--- config.mk ---
export PLATFORM = sky130hd
export DESIGN_NAME = icg_search
export DESIGN_NICKNAME = d
export VERILOG_FILES = /design/src/icg_pkg.sv /design/src/icg_search.sv
export VERILOG_INCLUDE_DIRS = /design/src
export SDC_FILE = /design/constraint.sdc
export NUM_CORES = 1
export LEC_CHECK = 0
export BUFFER_PORTS_ARGS = -buffer_cell sky130_fd_sc_hd__buf_2
export CAP_MARGIN = 10
export CORE_MARGIN = 2
export CORE_UTILIZATION = 45
export CTS_CLUSTER_DIAMETER = 30
export CTS_CLUSTER_SIZE = 20
export DETAILED_ROUTE_END_ITERATION = 8
export GPL_ROUTABILITY_DRIVEN = 1
export HOLD_SLACK_MARGIN = 0.12
export RECOVER_POWER = 100
export SYNTH_ARGS = -nofsm -noshare
export SYNTH_HDL_FRONTEND = slang
export SYNTH_SLANG_ARGS = --single-unit
--- constraint.sdc ---
create_clock -name clk_sys_i -period 12.3 [get_ports clk_sys_i]
set_input_delay 3.69 -clock clk_sys_i [delete_from_list [all_inputs] [get_ports clk_sys_i]]
set_output_delay 3.69 -clock clk_sys_i [all_outputs]
set_load 0.02 [all_outputs]
--- src/icg_defines.svh ---
// Constants for the image calibration gradient search controller
`ifndef ICG_DEFINES_SVH
`define ICG_DEFINES_SVH

`define ICG_GW 5
`define ICG_PW 8
`define ICG_TW 8
`define ICG_TRIM_MIN (-15)
`define ICG_TRIM_MAX 15
`define ICG_STEP 1
`define ICG_SUB_MAX 5
`define ICG_ITER_MAX 50
`define ICG_SIG_RATIO 4
`define ICG_TEMP_DELTA_C 20
`define ICG_CLK_PERIOD_NS 4
`define ICG_SETTLE_NS 1000
`define ICG_SETTLE_CYC ((`ICG_SETTLE_NS + `ICG_CLK_PERIOD_NS - 1) / `ICG_CLK_PERIOD_NS)
`define ICG_POWER_INIT 8'hff

`endif

--- src/icg_pkg.sv ---
// Types shared by the gradient search controller
`include "icg_defines.svh"

package icg_pkg;

  typedef enum logic [2:0] {
    ICG_OP_WR_TRIM = 3'h0,
    ICG_OP_RD_RSSI = 3'h1,
    ICG_OP_SET_TX = 3'h2,
    ICG_OP_SET_RX = 3'h3,
    ICG_OP_ADC_EN = 3'h4,
    ICG_OP_RD_TEMP = 3'h5
  } icg_op_t;

  typedef struct packed {
    icg_op_t op;
    logic signed [`ICG_GW-1:0] gain;
    logic signed [`ICG_GW-1:0] phase;
  } icg_cmd_t;

  typedef struct packed {
    logic signed [`ICG_GW-1:0] gain;
    logic signed [`ICG_GW-1:0] phase;
    logic [`ICG_PW-1:0] power;
  } icg_result_t;

  typedef enum logic [3:0] {
    ICG_S_IDLE = 4'h0,
    ICG_S_TX = 4'h1,
    ICG_S_ADC = 4'h2,
    ICG_S_TEMP = 4'h3,
    ICG_S_TWAIT = 4'h4,
    ICG_S_RX = 4'h5,
    ICG_S_WRITE = 4'h6,
    ICG_S_SETTLE = 4'h7,
    ICG_S_READ = 4'h8,
    ICG_S_WAIT = 4'h9,
    ICG_S_STEP = 4'ha,
    ICG_S_FINAL = 4'hb
  } icg_state_t;

endpackage

--- src/icg_search.sv ---
// Gradient descent image calibration controller driving a transceiver
//
// What this block does
// Search starts at the supplied gain and phase pair as first centre.
// Each centre probes gain one unit above and measures image power there.
// Gain gradient equals centre power minus gain-probe power.
// Each centre probes phase one unit above and measures image power there.
// Phase gradient equals centre power minus phase-probe power.
// Positive gain gradient steps gain up one; negative steps it down one.
// Gain holds when its gradient is far smaller than the phase gradient.
// Phase follows the same step and hold logic against gain.
// Next centre differs from current by at most one unit per axis.
// Keep lowest centre power and its position as the best record.
// Centre not lower than best increments the suboptimal counter.
// Suboptimal counter reaching five stops; best is the optimum.
// Iteration counter exceeding fifty stops with the best record.
// Flag recalibration when temperature moved twenty degrees since last calibration.
// Put transceiver in transmit mode before reading the temperature.
// Set the converter enable bit before reading the temperature.
// Clamp every written gain and phase, probes included, to the trim range.
// Wait for settling after each trim write before reading signal strength.
`timescale 1ns/1ps
`include "icg_defines.svh"

module icg_search #(
  parameter logic signed [`ICG_GW-1:0] TRIM_MIN = `ICG_TRIM_MIN,
  parameter logic signed [`ICG_GW-1:0] TRIM_MAX = `ICG_TRIM_MAX,
  parameter int unsigned SUB_MAX = `ICG_SUB_MAX,
  parameter int unsigned ITER_MAX = `ICG_ITER_MAX,
  parameter int unsigned SIG_RATIO = `ICG_SIG_RATIO,
  parameter int unsigned TEMP_LSB_PER_C = 1
) (
  input wire logic clk_sys_i, // 250 MHz
  input wire logic rst_i, // Sync, active high
  input wire logic start_i, // Pulse: run a calibration
  input wire logic temp_check_i, // Pulse: compare temperature
  input wire logic signed [`ICG_GW-1:0] init_gain_i, // Start gain
  input wire logic signed [`ICG_GW-1:0] init_phase_i, // Start phase
  output icg_pkg::icg_cmd_t cmd_o, // Command to transceiver
  output logic cmd_valid_o, // Command valid
  input wire logic cmd_ready_i, // Command taken
  input wire logic rsp_valid_i, // Readback valid
  input wire logic [`ICG_PW-1:0] rsp_data_i, // Readback value
  output logic busy_o, // Sequence running
  output logic done_o, // Pulse: search finished
  output icg_pkg::icg_result_t best_o, // Best point found
  output logic recal_o // Temperature drift flag
);
  import icg_pkg::*;

  localparam int PWX = `ICG_PW + 4;
  localparam logic [15:0] SETTLE_CYC = 16'(`ICG_SETTLE_CYC);
  localparam logic [`ICG_TW:0] TEMP_DELTA = (`ICG_TW+1)'(`ICG_TEMP_DELTA_C * TEMP_LSB_PER_C);
  localparam logic [7:0] SUB_LIM = 8'(SUB_MAX);
  localparam logic [7:0] ITER_LIM = 8'(ITER_MAX);

  // ------------------------------------------------------------
  // Parameter checks
  // ------------------------------------------------------------
  if (TRIM_MIN >= TRIM_MAX) begin : g_bad_range
    $error("Trim range is empty");
  end
  if (SUB_MAX < 1 || SUB_MAX > 255 || ITER_MAX < 1 || ITER_MAX > 254) begin : g_bad_limits
    $error("Counter limits out of range");
  end
  if (SIG_RATIO < 1 || SIG_RATIO > 15) begin : g_bad_ratio
    $error("Significance ratio out of range");
  end

  typedef struct packed {
    icg_state_t state;
    logic [1:0] pt;
    logic cal_mode;
    logic signed [`ICG_GW-1:0] c_gain;
    logic signed [`ICG_GW-1:0] c_phase;
    logic [`ICG_PW-1:0] pow_a;
    logic [`ICG_PW-1:0] pow_b;
    logic [`ICG_PW-1:0] pow_c;
    logic [7:0] sub;
    logic [7:0] iter;
    logic [15:0] settle;
    logic [`ICG_TW-1:0] temp_ref;
    logic ref_valid;
    logic tx_on;
    logic adc_on;
    icg_cmd_t cmd;
    logic cmd_valid;
    logic busy;
    logic done;
    icg_result_t best;
    logic recal;
  } icg_regs_t;

  icg_regs_t q, d;

  function automatic logic signed [`ICG_GW-1:0] clamp(input logic signed [`ICG_GW:0] v);
    if (v > TRIM_MAX) begin
      clamp = TRIM_MAX;
    end else if (v < TRIM_MIN) begin
      clamp = TRIM_MIN;
    end else begin
      clamp = v[`ICG_GW-1:0];
    end
  endfunction

  function automatic logic signed [`ICG_GW-1:0] step(input logic signed [`ICG_GW-1:0] c,
                                                    input logic signed [`ICG_PW:0] grad, input logic hold);
    logic signed [`ICG_GW:0] w;
    w = {c[`ICG_GW-1], c};
    if (hold || grad == '0) begin
      step = c;
    end else if (grad > 0) begin
      step = clamp(w + (`ICG_GW+1)'(`ICG_STEP));
    end else begin
      step = clamp(w - (`ICG_GW+1)'(`ICG_STEP));
    end
  endfunction

  function automatic logic [`ICG_PW:0] mag(input logic signed [`ICG_PW:0] v);
    mag = v[`ICG_PW] ? (`ICG_PW+1)'(-v) : v;
  endfunction

  // ------------------------------------------------------------
  // Gradients and probe points
  // ------------------------------------------------------------
  logic signed [`ICG_PW:0] grad_g, grad_p;
  logic [PWX-1:0] mg_scaled, mp_scaled;
  logic hold_g, hold_p;
  logic signed [`ICG_GW-1:0] probe_gain, probe_phase;
  logic [`ICG_TW:0] temp_diff;

  assign grad_g = $signed({1'b0, q.pow_a}) - $signed({1'b0, q.pow_b});
  assign grad_p = $signed({1'b0, q.pow_a}) - $signed({1'b0, q.pow_c});
  assign mg_scaled = PWX'(mag(grad_g)) * PWX'(SIG_RATIO);
  assign mp_scaled = PWX'(mag(grad_p)) * PWX'(SIG_RATIO);
  // Small against the other axis means scaled magnitude still below it
  assign hold_g = mg_scaled < PWX'(mag(grad_p));
  assign hold_p = mp_scaled < PWX'(mag(grad_g));
  assign probe_gain = clamp({q.c_gain[`ICG_GW-1], q.c_gain} + (`ICG_GW+1)'(`ICG_STEP));
  assign probe_phase = clamp({q.c_phase[`ICG_GW-1], q.c_phase} + (`ICG_GW+1)'(`ICG_STEP));
  assign temp_diff = (rsp_data_i >= q.temp_ref) ? (`ICG_TW+1)'(rsp_data_i - q.temp_ref)
                                                : (`ICG_TW+1)'(q.temp_ref - rsp_data_i);

  // ------------------------------------------------------------
  // Sequencer
  // ------------------------------------------------------------
  always_comb begin
    d = q;
    d.done = 1'b0;
    unique case (q.state)
      ICG_S_IDLE: begin
        if (start_i) begin
          d.c_gain = clamp({init_gain_i[`ICG_GW-1], init_gain_i});
          d.c_phase = clamp({init_phase_i[`ICG_GW-1], init_phase_i});
          d.best.power = `ICG_POWER_INIT;
          d.sub = '0;
          d.iter = '0;
          d.recal = 1'b0;
          d.cal_mode = 1'b1;
          d.busy = 1'b1;
          d.state = ICG_S_TX;
        end else if (temp_check_i) begin
          // Counters left by the last search must not look like a runaway search
          d.sub = '0;
          d.iter = '0;
          d.cal_mode = 1'b0;
          d.busy = 1'b1;
          d.state = ICG_S_TX;
        end
      end
      ICG_S_TX: begin
        if (!q.cmd_valid) begin
          d.cmd_valid = 1'b1;
          d.cmd.op = ICG_OP_SET_TX;
        end else if (cmd_ready_i) begin
          d.cmd_valid = 1'b0;
          d.tx_on = 1'b1;
          d.state = ICG_S_ADC;
        end
      end
      ICG_S_ADC: begin
        // Sets converter_enable_bit on the transceiver
        if (!q.cmd_valid) begin
          d.cmd_valid = 1'b1;
          d.cmd.op = ICG_OP_ADC_EN;
        end else if (cmd_ready_i) begin
          d.cmd_valid = 1'b0;
          d.adc_on = 1'b1;
          d.state = ICG_S_TEMP;
        end
      end
      ICG_S_TEMP: begin
        if (!q.cmd_valid) begin
          d.cmd_valid = 1'b1;
          d.cmd.op = ICG_OP_RD_TEMP;
        end else if (cmd_ready_i) begin
          d.cmd_valid = 1'b0;
          d.state = ICG_S_TWAIT;
        end
      end
      ICG_S_TWAIT: begin
        if (rsp_valid_i) begin
          if (q.cal_mode) begin
            // Reference taken at the calibration itself
            d.temp_ref = rsp_data_i[`ICG_TW-1:0];
            d.ref_valid = 1'b1;
          end else if (q.ref_valid && temp_diff >= TEMP_DELTA) begin
            d.recal = 1'b1;
          end
          d.state = ICG_S_RX;
        end
      end
      ICG_S_RX: begin
        if (!q.cmd_valid) begin
          d.cmd_valid = 1'b1;
          d.cmd.op = ICG_OP_SET_RX;
        end else if (cmd_ready_i) begin
          d.cmd_valid = 1'b0;
          d.tx_on = 1'b0;
          d.pt = 2'h0;
          d.state = q.cal_mode ? ICG_S_WRITE : ICG_S_IDLE;
          d.busy = q.cal_mode;
        end
      end
      ICG_S_WRITE: begin
        if (!q.cmd_valid) begin
          d.cmd_valid = 1'b1;
          d.cmd.op = ICG_OP_WR_TRIM;
          d.cmd.gain = (q.pt == 2'h1) ? probe_gain : q.c_gain;
          d.cmd.phase = (q.pt == 2'h2) ? probe_phase : q.c_phase;
        end else if (cmd_ready_i) begin
          d.cmd_valid = 1'b0;
          d.settle = SETTLE_CYC;
          d.state = ICG_S_SETTLE;
        end
      end
      ICG_S_SETTLE: begin
        // Readback right after a trim change shows the old setting
        d.settle = q.settle - 16'h0001;
        if (q.settle <= 16'h0001) begin
          d.state = ICG_S_READ;
        end
      end
      ICG_S_READ: begin
        if (!q.cmd_valid) begin
          d.cmd_valid = 1'b1;
          d.cmd.op = ICG_OP_RD_RSSI;
        end else if (cmd_ready_i) begin
          d.cmd_valid = 1'b0;
          d.state = ICG_S_WAIT;
        end
      end
      ICG_S_WAIT: begin
        if (rsp_valid_i) begin
          unique case (q.pt)
            2'h0: begin
              d.pow_a = rsp_data_i;
              d.iter = q.iter + 8'h01;
              if (rsp_data_i < q.best.power) begin
                d.best.power = rsp_data_i;
                d.best.gain = q.c_gain;
                d.best.phase = q.c_phase;
              end else begin
                d.sub = q.sub + 8'h01;
              end
              if ((rsp_data_i >= q.best.power && q.sub + 8'h01 >= SUB_LIM) || q.iter + 8'h01 > ITER_LIM) begin
                d.state = ICG_S_FINAL;
              end else begin
                d.pt = 2'h1;
                d.state = ICG_S_WRITE;
              end
            end
            2'h1: begin
              d.pow_b = rsp_data_i;
              d.pt = 2'h2;
              d.state = ICG_S_WRITE;
            end
            default: begin
              d.pow_c = rsp_data_i;
              d.state = ICG_S_STEP;
            end
          endcase
        end
      end
      ICG_S_STEP: begin
        d.c_gain = step(q.c_gain, grad_g, hold_g);
        d.c_phase = step(q.c_phase, grad_p, hold_p);
        d.pt = 2'h0;
        d.state = ICG_S_WRITE;
      end
      ICG_S_FINAL: begin
        // Leave the device trimmed at the best point
        if (!q.cmd_valid) begin
          d.cmd_valid = 1'b1;
          d.cmd.op = ICG_OP_WR_TRIM;
          d.cmd.gain = q.best.gain;
          d.cmd.phase = q.best.phase;
        end else if (cmd_ready_i) begin
          d.cmd_valid = 1'b0;
          d.busy = 1'b0;
          d.done = 1'b1;
          d.state = ICG_S_IDLE;
        end
      end
      default: begin
        d.state = ICG_S_IDLE;
      end
    endcase
  end

  always_ff @(posedge clk_sys_i) begin
    if (rst_i) begin
      q <= '0;
      q.state <= ICG_S_IDLE;
      q.best.power <= `ICG_POWER_INIT;
    end else begin
      q <= d;
    end
  end

  assign cmd_o = q.cmd;
  assign cmd_valid_o = q.cmd_valid;
  assign busy_o = q.busy;
  assign done_o = q.done;
  assign best_o = q.best;
  assign recal_o = q.recal;

  // ------------------------------------------------------------
  // Checks
  // ------------------------------------------------------------
  logic [15:0] since_trim;
  always_ff @(posedge clk_sys_i) begin
    if (rst_i) begin
      since_trim <= '0;
    end else if (q.cmd_valid && cmd_ready_i && q.cmd.op == ICG_OP_WR_TRIM) begin
      since_trim <= '0;
    end else if (since_trim != 16'hffff) begin
      since_trim <= since_trim + 16'h0001;
    end
  end

  property p_gain_probe;
    @(posedge clk_sys_i) disable iff (rst_i)
      (q.state == ICG_S_WRITE && q.pt == 2'h1 && !q.cmd_valid) |=> (cmd_o.gain == $past(probe_gain));
  endproperty
  a_gain_probe: assert property (p_gain_probe) else $error("Gain probe point wrong");

  property p_phase_probe;
    @(posedge clk_sys_i) disable iff (rst_i)
      (q.state == ICG_S_WRITE && q.pt == 2'h2 && !q.cmd_valid) |=> (cmd_o.phase == $past(probe_phase)
                                                                  && cmd_o.gain == $past(q.c_gain));
  endproperty
  a_phase_probe: assert property (p_phase_probe) else $error("Phase probe point wrong");

  property p_trim_range;
    @(posedge clk_sys_i) disable iff (rst_i)
      (cmd_valid_o && cmd_o.op == ICG_OP_WR_TRIM) |-> (cmd_o.gain >= TRIM_MIN && cmd_o.gain <= TRIM_MAX
                                                      && cmd_o.phase >= TRIM_MIN && cmd_o.phase <= TRIM_MAX);
  endproperty
  a_trim_range: assert property (p_trim_range) else $error("Trim write out of range");

  property p_settle;
    @(posedge clk_sys_i) disable iff (rst_i)
      $rose(cmd_valid_o) && cmd_o.op == ICG_OP_RD_RSSI |-> since_trim >= SETTLE_CYC;
  endproperty
  a_settle: assert property (p_settle) else $error("Strength read before settling");

  property p_neighbour;
    @(posedge clk_sys_i) disable iff (rst_i)
      (q.state == ICG_S_STEP) |=> (q.c_gain - $past(q.c_gain) inside {-1, 0, 1})
                                  && (q.c_phase - $past(q.c_phase) inside {-1, 0, 1});
  endproperty
  a_neighbour: assert property (p_neighbour) else $error("Centre moved more than one unit");

  property p_best;
    @(posedge clk_sys_i) disable iff (rst_i)
      (q.state == ICG_S_WAIT && q.pt == 2'h0 && rsp_valid_i && rsp_data_i < q.best.power)
        |=> best_o.power == $past(rsp_data_i) && best_o.gain == $past(q.c_gain);
  endproperty
  a_best: assert property (p_best) else $error("Best record not replaced");

  property p_subopt;
    @(posedge clk_sys_i) disable iff (rst_i)
      (q.state == ICG_S_WAIT && q.pt == 2'h0 && rsp_valid_i && rsp_data_i >= q.best.power)
        |=> q.sub == $past(q.sub) + 8'h01 && $stable(best_o);
  endproperty
  a_subopt: assert property (p_subopt) else $error("Suboptimal count missed");

  property p_sub_stop;
    @(posedge clk_sys_i) disable iff (rst_i)
      (busy_o && q.sub >= SUB_LIM) |-> q.state == ICG_S_FINAL;
  endproperty
  a_sub_stop: assert property (p_sub_stop) else $error("Search kept going past suboptimal limit");

  property p_iter_limit;
    @(posedge clk_sys_i) disable iff (rst_i)
      (q.iter > ITER_LIM) |-> (q.state == ICG_S_FINAL || !busy_o);
  endproperty
  a_iter_limit: assert property (p_iter_limit) else $error("Search ran past iteration limit");

  property p_temp_prep;
    @(posedge clk_sys_i) disable iff (rst_i)
      (cmd_valid_o && cmd_o.op == ICG_OP_RD_TEMP) |-> q.tx_on && q.adc_on;
  endproperty
  a_temp_prep: assert property (p_temp_prep) else $error("Temperature read without transmit and converter");

endmodule

### Word level (Yosys, flattened, before mapping)

Cells that the tools add are included.

* $add $sub $neg: 15
* $lt $le $gt $ge: 27
* equality and inequality tests: 48
* mux-type cells: 94
* bitwise operators: 3
* reductions and logical operators: 40

Operators by type and width (count)
* $mux 5: 22
* $mux 16: 6
* $mux 4: 17
* $pmux 16 s2: 2
* $ne 2x2->1 const B: 31
* $pmux 4 s12: 1
* $pmux 10 s2: 2
* $gt 6x5->1 const B: 6
* $lt 6x5->1 const B: 6
* $mux 9: 4
* $sub 8x8->9: 4
* $mux 8: 4
* $mux 13: 2
* $add 5x2->6 const B: 4
* $reduce_and 3->1: 8
* $lt 11x9->1: 2
* $mux 3: 7
* $pmux 3 s7: 1
* $gt 9x1->1 const B: 2
* $logic_not 9->1: 2
* $mux 6: 3
* $neg 9->9: 2
* $reduce_and 18->1: 1
* $add 8x1->8 const B: 2
* 44 further kinds: 86

* register bits after elaboration: 117
* bits of input ports: 24
* output and inout port bits: 35
* logic and storage cells: 250

### Logic depth before layout (Yosys ltp)

Gate-level depths: netlist (run 1).

* depth after elaboration: 8
* gate-level depth with buffers: 20
* mapped depth without buffers: 20

### Worst setup path after synthesis (run 1)

Ideal clock, no wire load.

* path kind: input port to flip-flop
* start: input rsp_data_i[4]
* end: register q, in the netlist recal_o
* setup time: 0.130 ns
* data arrival time: 5.776 ns
* data required time: 12.170 ns
* path slack: 6.394 ns
* stages on the path: 12
* buffers on the path: 1
* cells stage by stage: inv_1 ha_1 clkbuf_1 a21o_1 and2_1 o21ai_0 a31oi_1 nor4b_1 a31oi_1 xor2_1 o211ai_1 o211ai_1

* word-level cells in the longest chain between the ends: 6
* elaborated cells on any way between the ends: 8
* those cells by class: add/sub (2); order compare (2); eq/ne (1); mux (1); reduce/logical (2)

RTL lines
* start: declaration: line icg_search.sv:43 `` input wire logic [`ICG_PW-1:0] rsp_data_i, ``
* $sub 8x8->9 (tied with other cells): line icg_search.sv:142 `` : (`ICG_TW+1)'(q.temp_ref - rsp_data_i); ``
* $mux 9 *: line icg_search.sv:141 `` assign temp_diff = (rsp_data_i >= q.temp_ref) ? (`ICG_TW+1)'(rsp_data_i - q.temp_ref) ``
* $ge 9x5->1 *: line icg_search.sv:207 `end else if (q.ref_valid && temp_diff >= TEMP_DELTA) begin`
* $logic_and 1x1->1 *: line icg_search.sv:207
* $ne 2x2->1 (no line) *
* $reduce_and 5->1 (no line) *
* end: declaration: line icg_search.sv:94 `icg_regs_t q, d;`

Mark *: on every way between the ends. The rest lies on a longest branch, timed or not.
A chain may end at the register's enable or synchronous reset.

==> qor.yml, run 1 <==
outcome:
  status: "finished with violations"
  violations: "capacitance limit, slew limit"
setup_path:
  regToRegEndpoint: "q[102]$_SDFFE_PP0P_"
  critPathMaxFanout: 67
  endpoint_kind: "flip-flop"
  regToRegSetupSlack_ns: 7.38
  cpLargestDelayFamily: "buffers and inverters"
  critical_path_class: "input pin to flip-flop"
  worst-path-buf-inv: 2
  path_cells: "clkbuf_1, clkbuf_1, nor3_1, o211ai_1, o211ai_1"
  start_kind: "input pin"
  required_ns: 12.59
  r2r_start: "q[94]$_SDFFE_PP0P_"
  cp_slowest_cell: "clkbuf_1"
  arrival_ns: 7.86
  rr_worst_depth: 20
  slowest_delay_ns: 2.26
die:
  die_area_sq_mm: 0.02102
  start_util_pct: 45.95
  core-area_sq_mm: 0.01946
  die-width_um: 145.0
  num_rows: 51
  fp.dieH_um: 145.0
  num_io_pins: 59
synthesis:
  postSynthAreaPerCell_sq_um: 7.560
  syn_area_sq_mm: 0.008944
  ys_seq_area_share_pct: 26.19
  ys_warn_count: 0
  yosysUniqueCellTypes: 81
  ys_async_sr_fraction_pct: 0
  ys_ff_latch: 117
  synthFlopType: "dfxtp_1"
  syn_nets: 1279
  syn_inst: 1183
  synth_edf_count: 0
global_routing:
  grt_pass1_vias: 7625
  overflow: 0
  grt_max_degree: 68
  antenna_found_initial: 0
  grt_pass1_wl_um: 37860
  gr-usage-all-layers_pct: 21.46
layout:
  drive_gt1_share_pct: 7.286
  mostFrequentLayoutCell: "nor2_1"
  final_design_area_no_fill_sq_mm: 0.009699
  final_nets: 1277
  layout.cells.non_filler: 1459
  insertedDiodeCount: 0
  final_cell_mix: "128 x nor2_1, 117 x dfxtp_1, 107 x nand2_1"
  area_delta_synth_final_pct: 8.450
placed_design:
  port_buffers: 58
  dp.cells: 1427
  dpl-instance-area_sq_mm: 0.009179
  dpl.hpwl_um: 16520
  place.gp.congestion: 0.8909
power_and_ir_drop:
  p_seq_share_pct: 35.6
  combPwrFrac_pct: 26.9
  cellLeakagePower_nw: 3.675
  peakVddDrop_uv: 96.65
  sw_frac_of_total_pct: 34.41
  switchingPower_w: 0.0004518
  internal_power_w: 0.0008611
  power.density_mw_per_mm2: 135.4
  clock_power_share_pct: 37.5
  power_w: 0.001313
clock_tree:
  cts_root_buffer: "clkbuf_16"
  cts_max_level: 4
  path_clk_slew_ns: 0.05
  cts_made_buffers: 17
  hold_buffers: 0
  clockBufferDepth: 2
  clkSinkCount: 117
  cts_resized: 0
  clk_latency_ns: 0.42
  cts_tree: "done"
  post_cts_buffers: 0
sta:
  rsz0062_at_grt: "no"
  fin_crit_ns: 7.571
  period_share_pct: 61.55
  final_max_slew_viol_count: 104
  finalSetupTns_ns: 0
  setup_viol: 0
  fin_worst_skew_ns: 0.01197
  hold_violations: 0
  worstMarginPinSlew_ns: 3.091
  clock.fmax_mhz: 132.1
  max-slew-margin-rel_pct: -106.1
worst_hold_path:
  worstHoldStart: "q[37]$_SDFFE_PP0P_"
  whs_endpoint: "q[37]$_SDFFE_PP0P_"
  hp-class: "flip-flop to flip-flop"
  holdPathStages: 2
route:
  final_antenna_net_count: 0
  drt_wl_total_um: 22360
  num_vias: 8171
  first_pass_iters: 5
  drc: 0
  viasPerCell: 5.600
  drt_iter0_markers: 387
  routedWlPerCell_um: 15.33
flow_run:
  maxCapViolations: 2
[power groups by stage]
stage | clock, W | sequential [W] | combinational [W]
floorplan | 0 | 0.000432 | 0.000312
detailed placement | 0 | 0.000474 | 0.000355
CTS | 0.000503 | 0.000466 | 0.000357
finish | 0.000493 | 0.000468 | 0.000353
global route | 0.000521 | 0.000476 | 0.000397
global placement | 0 | 0.000475 | 0.000355
[worst max path at each step]
stage                             start                    to  depth (start not counted)
after detailed placement  rsp_data_i[4]  recal_o$_SDFFE_PP0P_                         12
after floorplan           rsp_data_i[4]  recal_o$_SDFFE_PP0P_                         12
after global placement    rsp_data_i[4]  recal_o$_SDFFE_PP0P_                         12
after CTS                 rsp_data_i[4]  recal_o$_SDFFE_PP0P_                         12
after global routing              rst_i  recal_o$_SDFFE_PP0P_                          5
final                             rst_i  recal_o$_SDFFE_PP0P_                          5
[stage by stage]
stage	setup slack [ns]	util, %	hold slack (ns)
3_3_place_gp	5.949	47.16	0.4335
6_report	4.729	49.84	0.4547
4_1_cts	6.343	50.18	0.4539
3_5_place_dp	5.890	47.16	0.4398
2_1_floorplan	6.394	-	0.4257
5_1_grt	4.298	49.84	0.4908
[cell families (layout without fill, tap and decap cells)]
family / count (synthesis) / after routing / synth area share (%)
flops: 117 / 117 / 26.19
compound gates: 320 / 320 / 23.55
mux: 30 / 30 / 3.469
simple gates: 430 / 430 / 23.38
buf+inv: 171 / 182 / 8.534
xor+xnor: 42 / 42 / 4.365
fa+ha+maj: 73 / 73 / 10.52
[final cells by class]
cell class | instances | area [sq um]
inverter | 87 | 326.6
tap | 265 | 331.6
sequential | 117 | 2342
fill | 1969 | 9763
timing repair buffer | 63 | 272.8
clock buffer | 23 | 488.0
clock inverter | 9 | 100.1
multi-input combinational | 895 | 5838
[registers in the layout (all words and copies together) (netlist names)]
register,cells
done_o,1
cmd_valid_o,1
recal_o,1
q,82
best_o,18
cmd_o,13
busy_o,1
[cell usage after synthesis (all sizes together) (4+ instances only)]
cell type,instances,area share (%)
a22oi,4,0.34
a31oi,23,1.8
clkbuf,44,1.8
a211oi,25,2.2
or2,5,0.35
nand3b,9,0.76
nor3b,8,0.67
nand2b,5,0.35
mux2i,25,2.8
nor4b,4,0.46
a2111oi,6,0.80
ha,68,9.5
o21a,12,1.0
dfxtp,117,26
or3,15,1.0
nand4,11,0.77
o22ai,5,0.35
fa,4,0.90
a211o,5,0.49
nor2b,14,0.98
nor4,13,1.1
nand2,107,4.5
buf,40,3.0
and2,7,0.49
a21oi,101,5.8
o31ai,10,0.90
a31o,4,0.39
a21o,8,0.67
inv,86,3.6
o21ai,67,3.7
o211ai,13,1.1
mux2,5,0.67
and3,17,1.2
nor3,30,1.7
xor2,17,1.9
xnor2,25,2.4
nor2,130,5.5
or4,5,0.42
a311oi,8,0.78
nand3,44,2.5
o21bai,4,0.46
[worst register-to-register path: stages, from the launching register on]
cell and delay, ns:
dfxtp_1 0.30, inv_1 0.09, ha_1 0.19, inv_1 0.06
fa_1 0.43, a211oi_4 0.38, o21bai_1 0.15, a21oi_2 0.19
xor2_2 0.28, a31oi_1 0.15, xnor2_1 0.33, inv_1 0.08
ha_1 0.31, a21o_1 0.19, a211oi_1 0.38, inv_1 0.07
or4_1 0.47, nand3_1 0.10, a31oi_1 0.31, mux2i_1 0.25
nor2_1 0.05
[routing by layer]
layer  share of wire [%]  GRT usage, %  up-vias
met5                   0             0        -
met4                0.80         4.059        0
met3                 4.4         4.591       14
met2                  46         34.93      175
met1                  49         29.50     3787
li1                    -             -     4195
(Power assumes the default switching activity.)
==> run 2: changes to the inputs <==
==> constraint.sdc (replaced) <==
create_clock -name clk_sys_i -period 7.52 [get_ports clk_sys_i]
set_input_delay 2.256 -clock clk_sys_i [delete_from_list [all_inputs] [get_ports clk_sys_i]]
set_output_delay 2.256 -clock clk_sys_i [all_outputs]
set_load 0.02 [all_outputs]
==> run 2 against run 1 <==
Register-to-register slack got worse by 5.0 ns. Non-clock buffer count up 1. Clock power increased by 65%. Combinational power increased by 66%. Global-route usage shrank 0.25 points. Cell count stayed put. Sequential power grew 63%. The run still ends with capacitance limit, slew limit left. Clock skew shrank 0.0059 ns.
==> qor.yml, run 2 (same netlist as run 1, synthesis figures left out) <==
placed_design:
  dpl-instance-area_sq_mm: 0.009179  # unchanged
  place.gp.congestion: 0.8996  # +0.98%
  port_buffers: 58  # unchanged
  dpl.hpwl_um: 16540  # +0.10%
  place_worst_setup_slack_ns: 2.593  # -3.297 ns
global_routing:
  gr-usage-met3_pct: 3.302  # -1.3 points
  overflow: 0  # unchanged
  grt_pass1_vias: 7491  # -1.8%
  antenna_found_initial: 0  # unchanged
  grt_pass1_wl_um: 37420  # -1.2%
  met1_usage_pct: 29.88  # +0.38 points
  busiest_layer: "met2"
  grt_max_degree: 68  # unchanged
  met2_usage_pct: 33.40  # -1.5 points
  gr-usage-all-layers_pct: 21.21  # -0.25 points
clock_tree:
  cts_max_level: 4  # unchanged
  cts_tree: "done"
  clkSinkCount: 117  # unchanged
  cts_root_buffer: "clkbuf_16"
  clk_latency_ns: 0.42  # about the same
  cts_resized: 0  # unchanged
  cts_made_buffers: 17  # unchanged
  clockBufferDepth: 2  # unchanged
  post_cts_buffers: 0  # unchanged
  hold_buffers: 0  # unchanged
  path_clk_slew_ns: 0.05  # about the same
sta:
  fin_worst_skew_ns: 0.006040  # -0.005927 ns
  fin_crit_ns: 5.110
  finalSetupTns_ns: 0  # unchanged
  hold_violations: 0  # unchanged
  rsz0062_at_grt: "no"
  setup_viol: 0  # unchanged
  clock.fmax_mhz: 195.7
  final_max_slew_viol_count: 36  # -65%
  worstMarginPinSlew_ns: 1.578  # -1.513 ns
  setup_ws_ns: 2.410  # -2.319 ns
  max-slew-margin-rel_pct: -5.192  # +100 points
  period_share_pct: 67.95
  holdWs_ns: 0.4478  # -0.006884 ns
die:
  num_io_pins: 59  # unchanged
  die_area_sq_mm: 0.02102  # unchanged
  die-width_um: 145.0  # unchanged
  num_rows: 51  # unchanged
  fp.dieH_um: 145.0  # unchanged
  start_util_pct: 45.95  # unchanged
  core-area_sq_mm: 0.01946  # unchanged
setup_path:
  r2r_start: "q[94]$_SDFFE_PP0P_"
  regToRegSetupSlack_ns: 2.41  # -4.97 ns
  slowest_delay_ns: 0.64  # -1.62 ns
  critPathMaxFanout: 9  # -87%
  crit_end: "q[102]$_SDFFE_PP0P_"
  required_ns: 7.77  # -4.82 ns
  crit_path_frequent_cell: "inv_1"
  arrival_ns: 5.36  # -2.50 ns
  start_kind: "flip-flop"
  cp_slowest_cell: "a211oi_1"
  startpoint: "q[94]$_SDFFE_PP0P_"
  endpoint_kind: "flip-flop"
  critical_path_class: "flip-flop to flip-flop"
  rr_worst_depth: 20  # unchanged
  path_cells: "inv_1, ha_1, inv_1, fa_1, a211oi_1, o21bai_1, a21oi_2, xor2_1, a31oi_1, xnor2_1, inv_1, ha_1, a21o_1, a211oi_1, inv_1, or4_1, nand3_1, a31oi_1, mux2i_1, nor2_1"
  regToRegEndpoint: "q[102]$_SDFFE_PP0P_"
power_and_ir_drop:
  power.density_mw_per_mm2: 223.9  # +65%
  combPwrFrac_pct: 27.1  # +0.2 points
  p_seq_share_pct: 35.3  # -0.3 points
  sw_frac_of_total_pct: 34.17  # -0.24 points
  cellLeakagePower_nw: 3.691  # +0.44%
  switchingPower_w: 0.0007402  # +64%
  clock_power_share_pct: 37.6  # about the same
  internal_power_w: 0.001426  # +66%
  peakVddDrop_uv: 132.7  # +37%
outcome:
  violations: "capacitance limit, slew limit"
  status: "finished with violations"
layout:
  drive_gt1_share_pct: 7.286  # unchanged
  fin_util_pct: 49.71  # -0.13 points
  final_cell_mix: "129 x nor2_1, 117 x dfxtp_1, 107 x nand2_1"
  area_delta_synth_final_pct: 8.170
  insertedDiodeCount: 0  # unchanged
  largest_register_ffs: 82  # unchanged
  final_design_area_no_fill_sq_mm: 0.009674  # -0.26%
  fillers: 1972  # +0.15%
  top_register: "q"
  mostFrequentLayoutCell: "nor2_1"
  final_nets: 1278  # +0.078%
route:
  drt_wl_total_um: 22310  # -0.25%
  final_antenna_net_count: 0  # unchanged
  first_pass_iters: 5  # unchanged
  routedWlPerCell_um: 15.29  # -0.25%
  drt_iter0_markers: 456  # +18%
  num_vias: 8189  # +0.22%
  drc: 0  # unchanged
  viasPerCell: 5.613  # +0.22%
flow_run:
  maxCapViolations: 1  # -1
worst_hold_path:
  hp-class: "flip-flop to flip-flop"
run 2: changes by cell type in the layout (fill, tap and decap cells not counted), sizes merged:
cell      change
clkbuf        -5
clkinvlp      -1
bufinv        +1
clkinv        +2
buf           +3
run 2: power groups by stage:
stage                     Combinational [W]  Clock, W  Sequential, W
after global routing               0.000658  0.000857       0.000777
after global placement             0.000580         0       0.000776
after detailed placement           0.000582         0       0.000774
after floorplan                    0.000510         0       0.000706
after CTS                          0.000585  0.000829       0.000761
final                              0.000586  0.000815       0.000765
run 2: stage by stage:
step	instances	power, W
3_5_place_dp	1427	0.001356
5_1_grt	1459	0.002292
2_1_floorplan	1183	0.001216
3_3_place_gp	1427	0.001356
4_1_cts	1458	0.002175
6_report	1459	0.002166
run 2: final cells by class:
cell class              count  area [sq um]  area share, %
well taps                 265         331.6          3.427
repair buffers             64         286.5          2.962
clock inverters            11         132.6          1.371
clock buffers              20         456.7          4.721
inverters                  87         326.6          3.376
flip-flops and latches    117          2342          24.21
multi-input cells         895          5798          59.93
run 2: how the worst min path moves through the flow:
stage                                   from                 end  slack (ns)  cells after the start
after floorplan           q[37]$_SDFFE_PP0P_  q[37]$_SDFFE_PP0P_        0.43                      2
after global placement    q[37]$_SDFFE_PP0P_  q[37]$_SDFFE_PP0P_        0.43                      2
after detailed placement  q[37]$_SDFFE_PP0P_  q[37]$_SDFFE_PP0P_        0.44                      2
after CTS                 q[37]$_SDFFE_PP0P_  q[37]$_SDFFE_PP0P_        0.45                      2
after global routing      q[37]$_SDFFE_PP0P_  q[37]$_SDFFE_PP0P_        0.46                      2
final                     q[37]$_SDFFE_PP0P_  q[37]$_SDFFE_PP0P_        0.45                      2
run 2: per-layer routing:
layer	wire length (um)	vias to the layer above
met2	10010	176
li1	-	4204
met1	10900	3777
met4	336	0
met5	0	-
met3	1061	32
run 2: critical path, delay by kind of cell, from the launching register on:
kind	cells	cell delay, ns
and+or+nand+nor	3	0.62
DFF	1	0.31
xor gates and xnor gates	2	0.57
muxes	1	0.26
adders and majority gates	3	0.89
AOI/OAI and AO/OA	7	2.01
buffers and inverters	4	0.27
==> run 3: changes to the inputs <==
==> constraint.sdc (replaced) <==
create_clock -name clk_sys_i -period 4.4 [get_ports clk_sys_i]
set_input_delay 1.32 -clock clk_sys_i [delete_from_list [all_inputs] [get_ports clk_sys_i]]
set_output_delay 1.32 -clock clk_sys_i [all_outputs]
set_load 0.02 [all_outputs]
==> run 3 against run 2 <==
The flow still finishes with violations (capacitance limit, slew limit). Global-route usage is 0.16 points higher. Routed wire length increased by 1.3%. Clock power up 67%. First-iteration DRC count up 17%. Core utilization increased by 0.92 points. Flip-flop and latch count did not move. Largest cell class unchanged. Worst setup slack lost 2.1 ns. Die area is the same. Count of clock-buffer cells in the layout rose by 4. Critical path type unchanged. Largest power group unchanged.
==> qor.yml, run 3 (same netlist as run 1, synthesis figures left out) <==
outcome:
  status: "finished with violations"
  violations: "capacitance limit, slew limit"
power_and_ir_drop:
  power.density_mw_per_mm2: 375.2  # +68%
  internal_power_w: 0.002423  # +70%
  power_w: 0.003697  # +71%
  p_seq_share_pct: 34.7  # -0.6 points
  peakVddDrop_uv: 262.1  # +98%
  clock_power_share_pct: 36.8  # -0.8 points
  cellLeakagePower_nw: 3.762  # +1.9%
  switchingPower_w: 0.001273  # +72%
  combPwrFrac_pct: 28.6  # +1.5 points
  sw_frac_of_total_pct: 34.45  # +0.27 points
clock_tree:
  clkSinkCount: 117  # unchanged
  cts_made_buffers: 17  # unchanged
  cts_root_buffer: "clkbuf_16"
  cts_max_level: 4  # unchanged
  cts_tree: "done"
  hold_buffers: 0  # unchanged
  clk_latency_ns: 0.43  # about the same
  clockBufferDepth: 2  # unchanged
  path_clk_slew_ns: 0.05  # about the same
setup_path:
  arrival_ns: 4.39  # -0.97 ns
  critical_path_class: "flip-flop to flip-flop"
  required_ns: 4.70  # -3.07 ns
  start_kind: "flip-flop"
  critPathMaxFanout: 9  # unchanged
  endpoint_kind: "flip-flop"
route:
  num_vias: 8298  # +1.3%
  viasPerCell: 5.618  # about the same
  drc: 0  # unchanged
  first_pass_iters: 5  # unchanged
  final_antenna_net_count: 0  # unchanged
  drt_iter0_markers: 535  # +17%
  routedWlPerCell_um: 15.30  # about the same
  drt_wl_total_um: 22600  # +1.3%
layout:
  final_nets: 1297  # +1.5%
  largest_register_ffs: 82  # unchanged
  top_register: "q"
  area_delta_synth_final_pct: 10.17
  final_design_area_no_fill_sq_mm: 0.009853  # +1.8%
  drive_gt1_share_pct: 8.828  # +1.5 points
  insertedDiodeCount: 0  # unchanged
  mostFrequentLayoutCell: "nor2_1"
  final_cell_mix: "129 x nor2_1, 117 x dfxtp_1, 107 x nand2_1"
sta:
  max-slew-margin-rel_pct: -32.99  # -28 points
  period_share_pct: 92.76  # +25 points
  hold_violations: 0  # unchanged
  fin_worst_skew_ns: 0.01345  # +0.007410 ns
  clock.fmax_mhz: 245.0  # +25%
  fin_crit_ns: 4.082  # -1.029 ns
  worstMarginPinSlew_ns: 1.991  # +0.4127 ns
  final_max_slew_viol_count: 21  # -42%
  setup_viol: 0  # unchanged
global_routing:
  gr-usage-all-layers_pct: 21.37  # +0.16 points
  grt_pass1_vias: 7538  # +0.63%
  grt_pass1_wl_um: 37510  # +0.24%
  antenna_found_initial: 0  # unchanged
  overflow: 0  # unchanged
  grt_max_degree: 62  # -8.8%
die:
  fp.dieH_um: 145.0  # unchanged
  num_io_pins: 59  # unchanged
  start_util_pct: 45.95  # unchanged
  core-area_sq_mm: 0.01946  # unchanged
  die_area_sq_mm: 0.02102  # unchanged
  die-width_um: 145.0  # unchanged
  num_rows: 51  # unchanged
placed_design:
  place.gp.congestion: 0.8806  # -2.1%
  dpl-instance-area_sq_mm: 0.009306  # +1.4%
  port_buffers: 58  # unchanged
  dpl.hpwl_um: 16670  # +0.78%
worst_hold_path:
  hp-class: "flip-flop to flip-flop"
flow_run:
  maxCapViolations: 1  # unchanged
-- run 3: changes by cell type in the layout (fill, tap and decap cells not counted), sizes merged --
cell / previous run / this run
buf: 26 / 40
clkbuf: 58 / 67
clkinv: 8 / 4
bufinv: 3 / 1
clkinvlp: 1 / 2
-- run 3: layout make-up --
class	instances	area (sq um)
Inverter	87	326.6
Multi-Input combinational cell	895	5849
Sequential cell	117	2342
Tap cell	265	331.6
Clock inverter	6	67.56
Fill cell	1972	9609
Clock buffer	24	521.8
Timing Repair Buffer	83	414.1
-- run 3: through the flow --
step	setup TNS (ns)	setup slack [ns]	hold slack [ns]	instances	utilization [%]
final	0	0.3185	0.4510	1477	50.63
after global placement	0	0.2118	0.4326	1444	47.82
after detailed placement	0	0.1723	0.4415	1444	47.82
after global routing	-0.02829	-0.02091	0.4778	1477	50.63
after floorplan	0	0.1526	0.4257	1183	-
after CTS	0	0.1621	0.4514	1474	50.85
-- run 3: path summary, 6_finish.rpt --
| path | start | end | slack (ns) | depth (start not counted) |
|---|---|---|---|---|
| worst min register to register | q[37]$_SDFFE_PP0P_ | q[37]$_SDFFE_PP0P_ | 0.45 | 2 |
| worst min-delay path | q[37]$_SDFFE_PP0P_ | q[37]$_SDFFE_PP0P_ | 0.45 | 2 |
| worst max-delay path | q[94]$_SDFFE_PP0P_ | q[102]$_SDFFE_PP0P_ | 0.32 | 20 |
| worst max register to register | q[94]$_SDFFE_PP0P_ | q[102]$_SDFFE_PP0P_ | 0.32 | 20 |
-- run 3: layer usage --
metal	part of all wire (%)	GRT usage, %
met1	49	29.21
met2	45	34.17
met3	4.0	4.308
met4	1.5	6.139
met5	0	0
-- run 3: what timing repair did --
| item | 4_1_cts | 5_1_grt |
|---|---|---|
| buffers inserted | 0 | 2 |
| setup endpoints to repair | 0 | 5 |
| gates resized for setup | 0 | 4 |
-- run 3: power by group through the flow --
stage	logic (W)	registers [W]	clock network, W
after floorplan	0.000871	0.00121	0
after global placement	0.00106	0.00130	0
after detailed placement	0.00106	0.00130	0
after CTS	0.00107	0.00128	0.00138
after global routing	0.00119	0.00130	0.00144
final	0.00106	0.00128	0.00136
-- run 3: worst max-delay path: stages (launching register included) --
cell and delay [ns]:
dfxtp_1 0.30, inv_1 0.07, ha_1 0.17, inv_1 0.06, fa_2 0.37, a211oi_4 0.29
nor2_2 0.08, xor2_2 0.26, nor3_1 0.10, a31oi_1 0.20, xnor2_1 0.17, inv_1 0.08
ha_1 0.31, a21o_1 0.20, a211oi_2 0.25, inv_1 0.06, or4_1 0.46, nand3_1 0.15
a31oi_4 0.16, mux2i_1 0.18, nor2_1 0.05
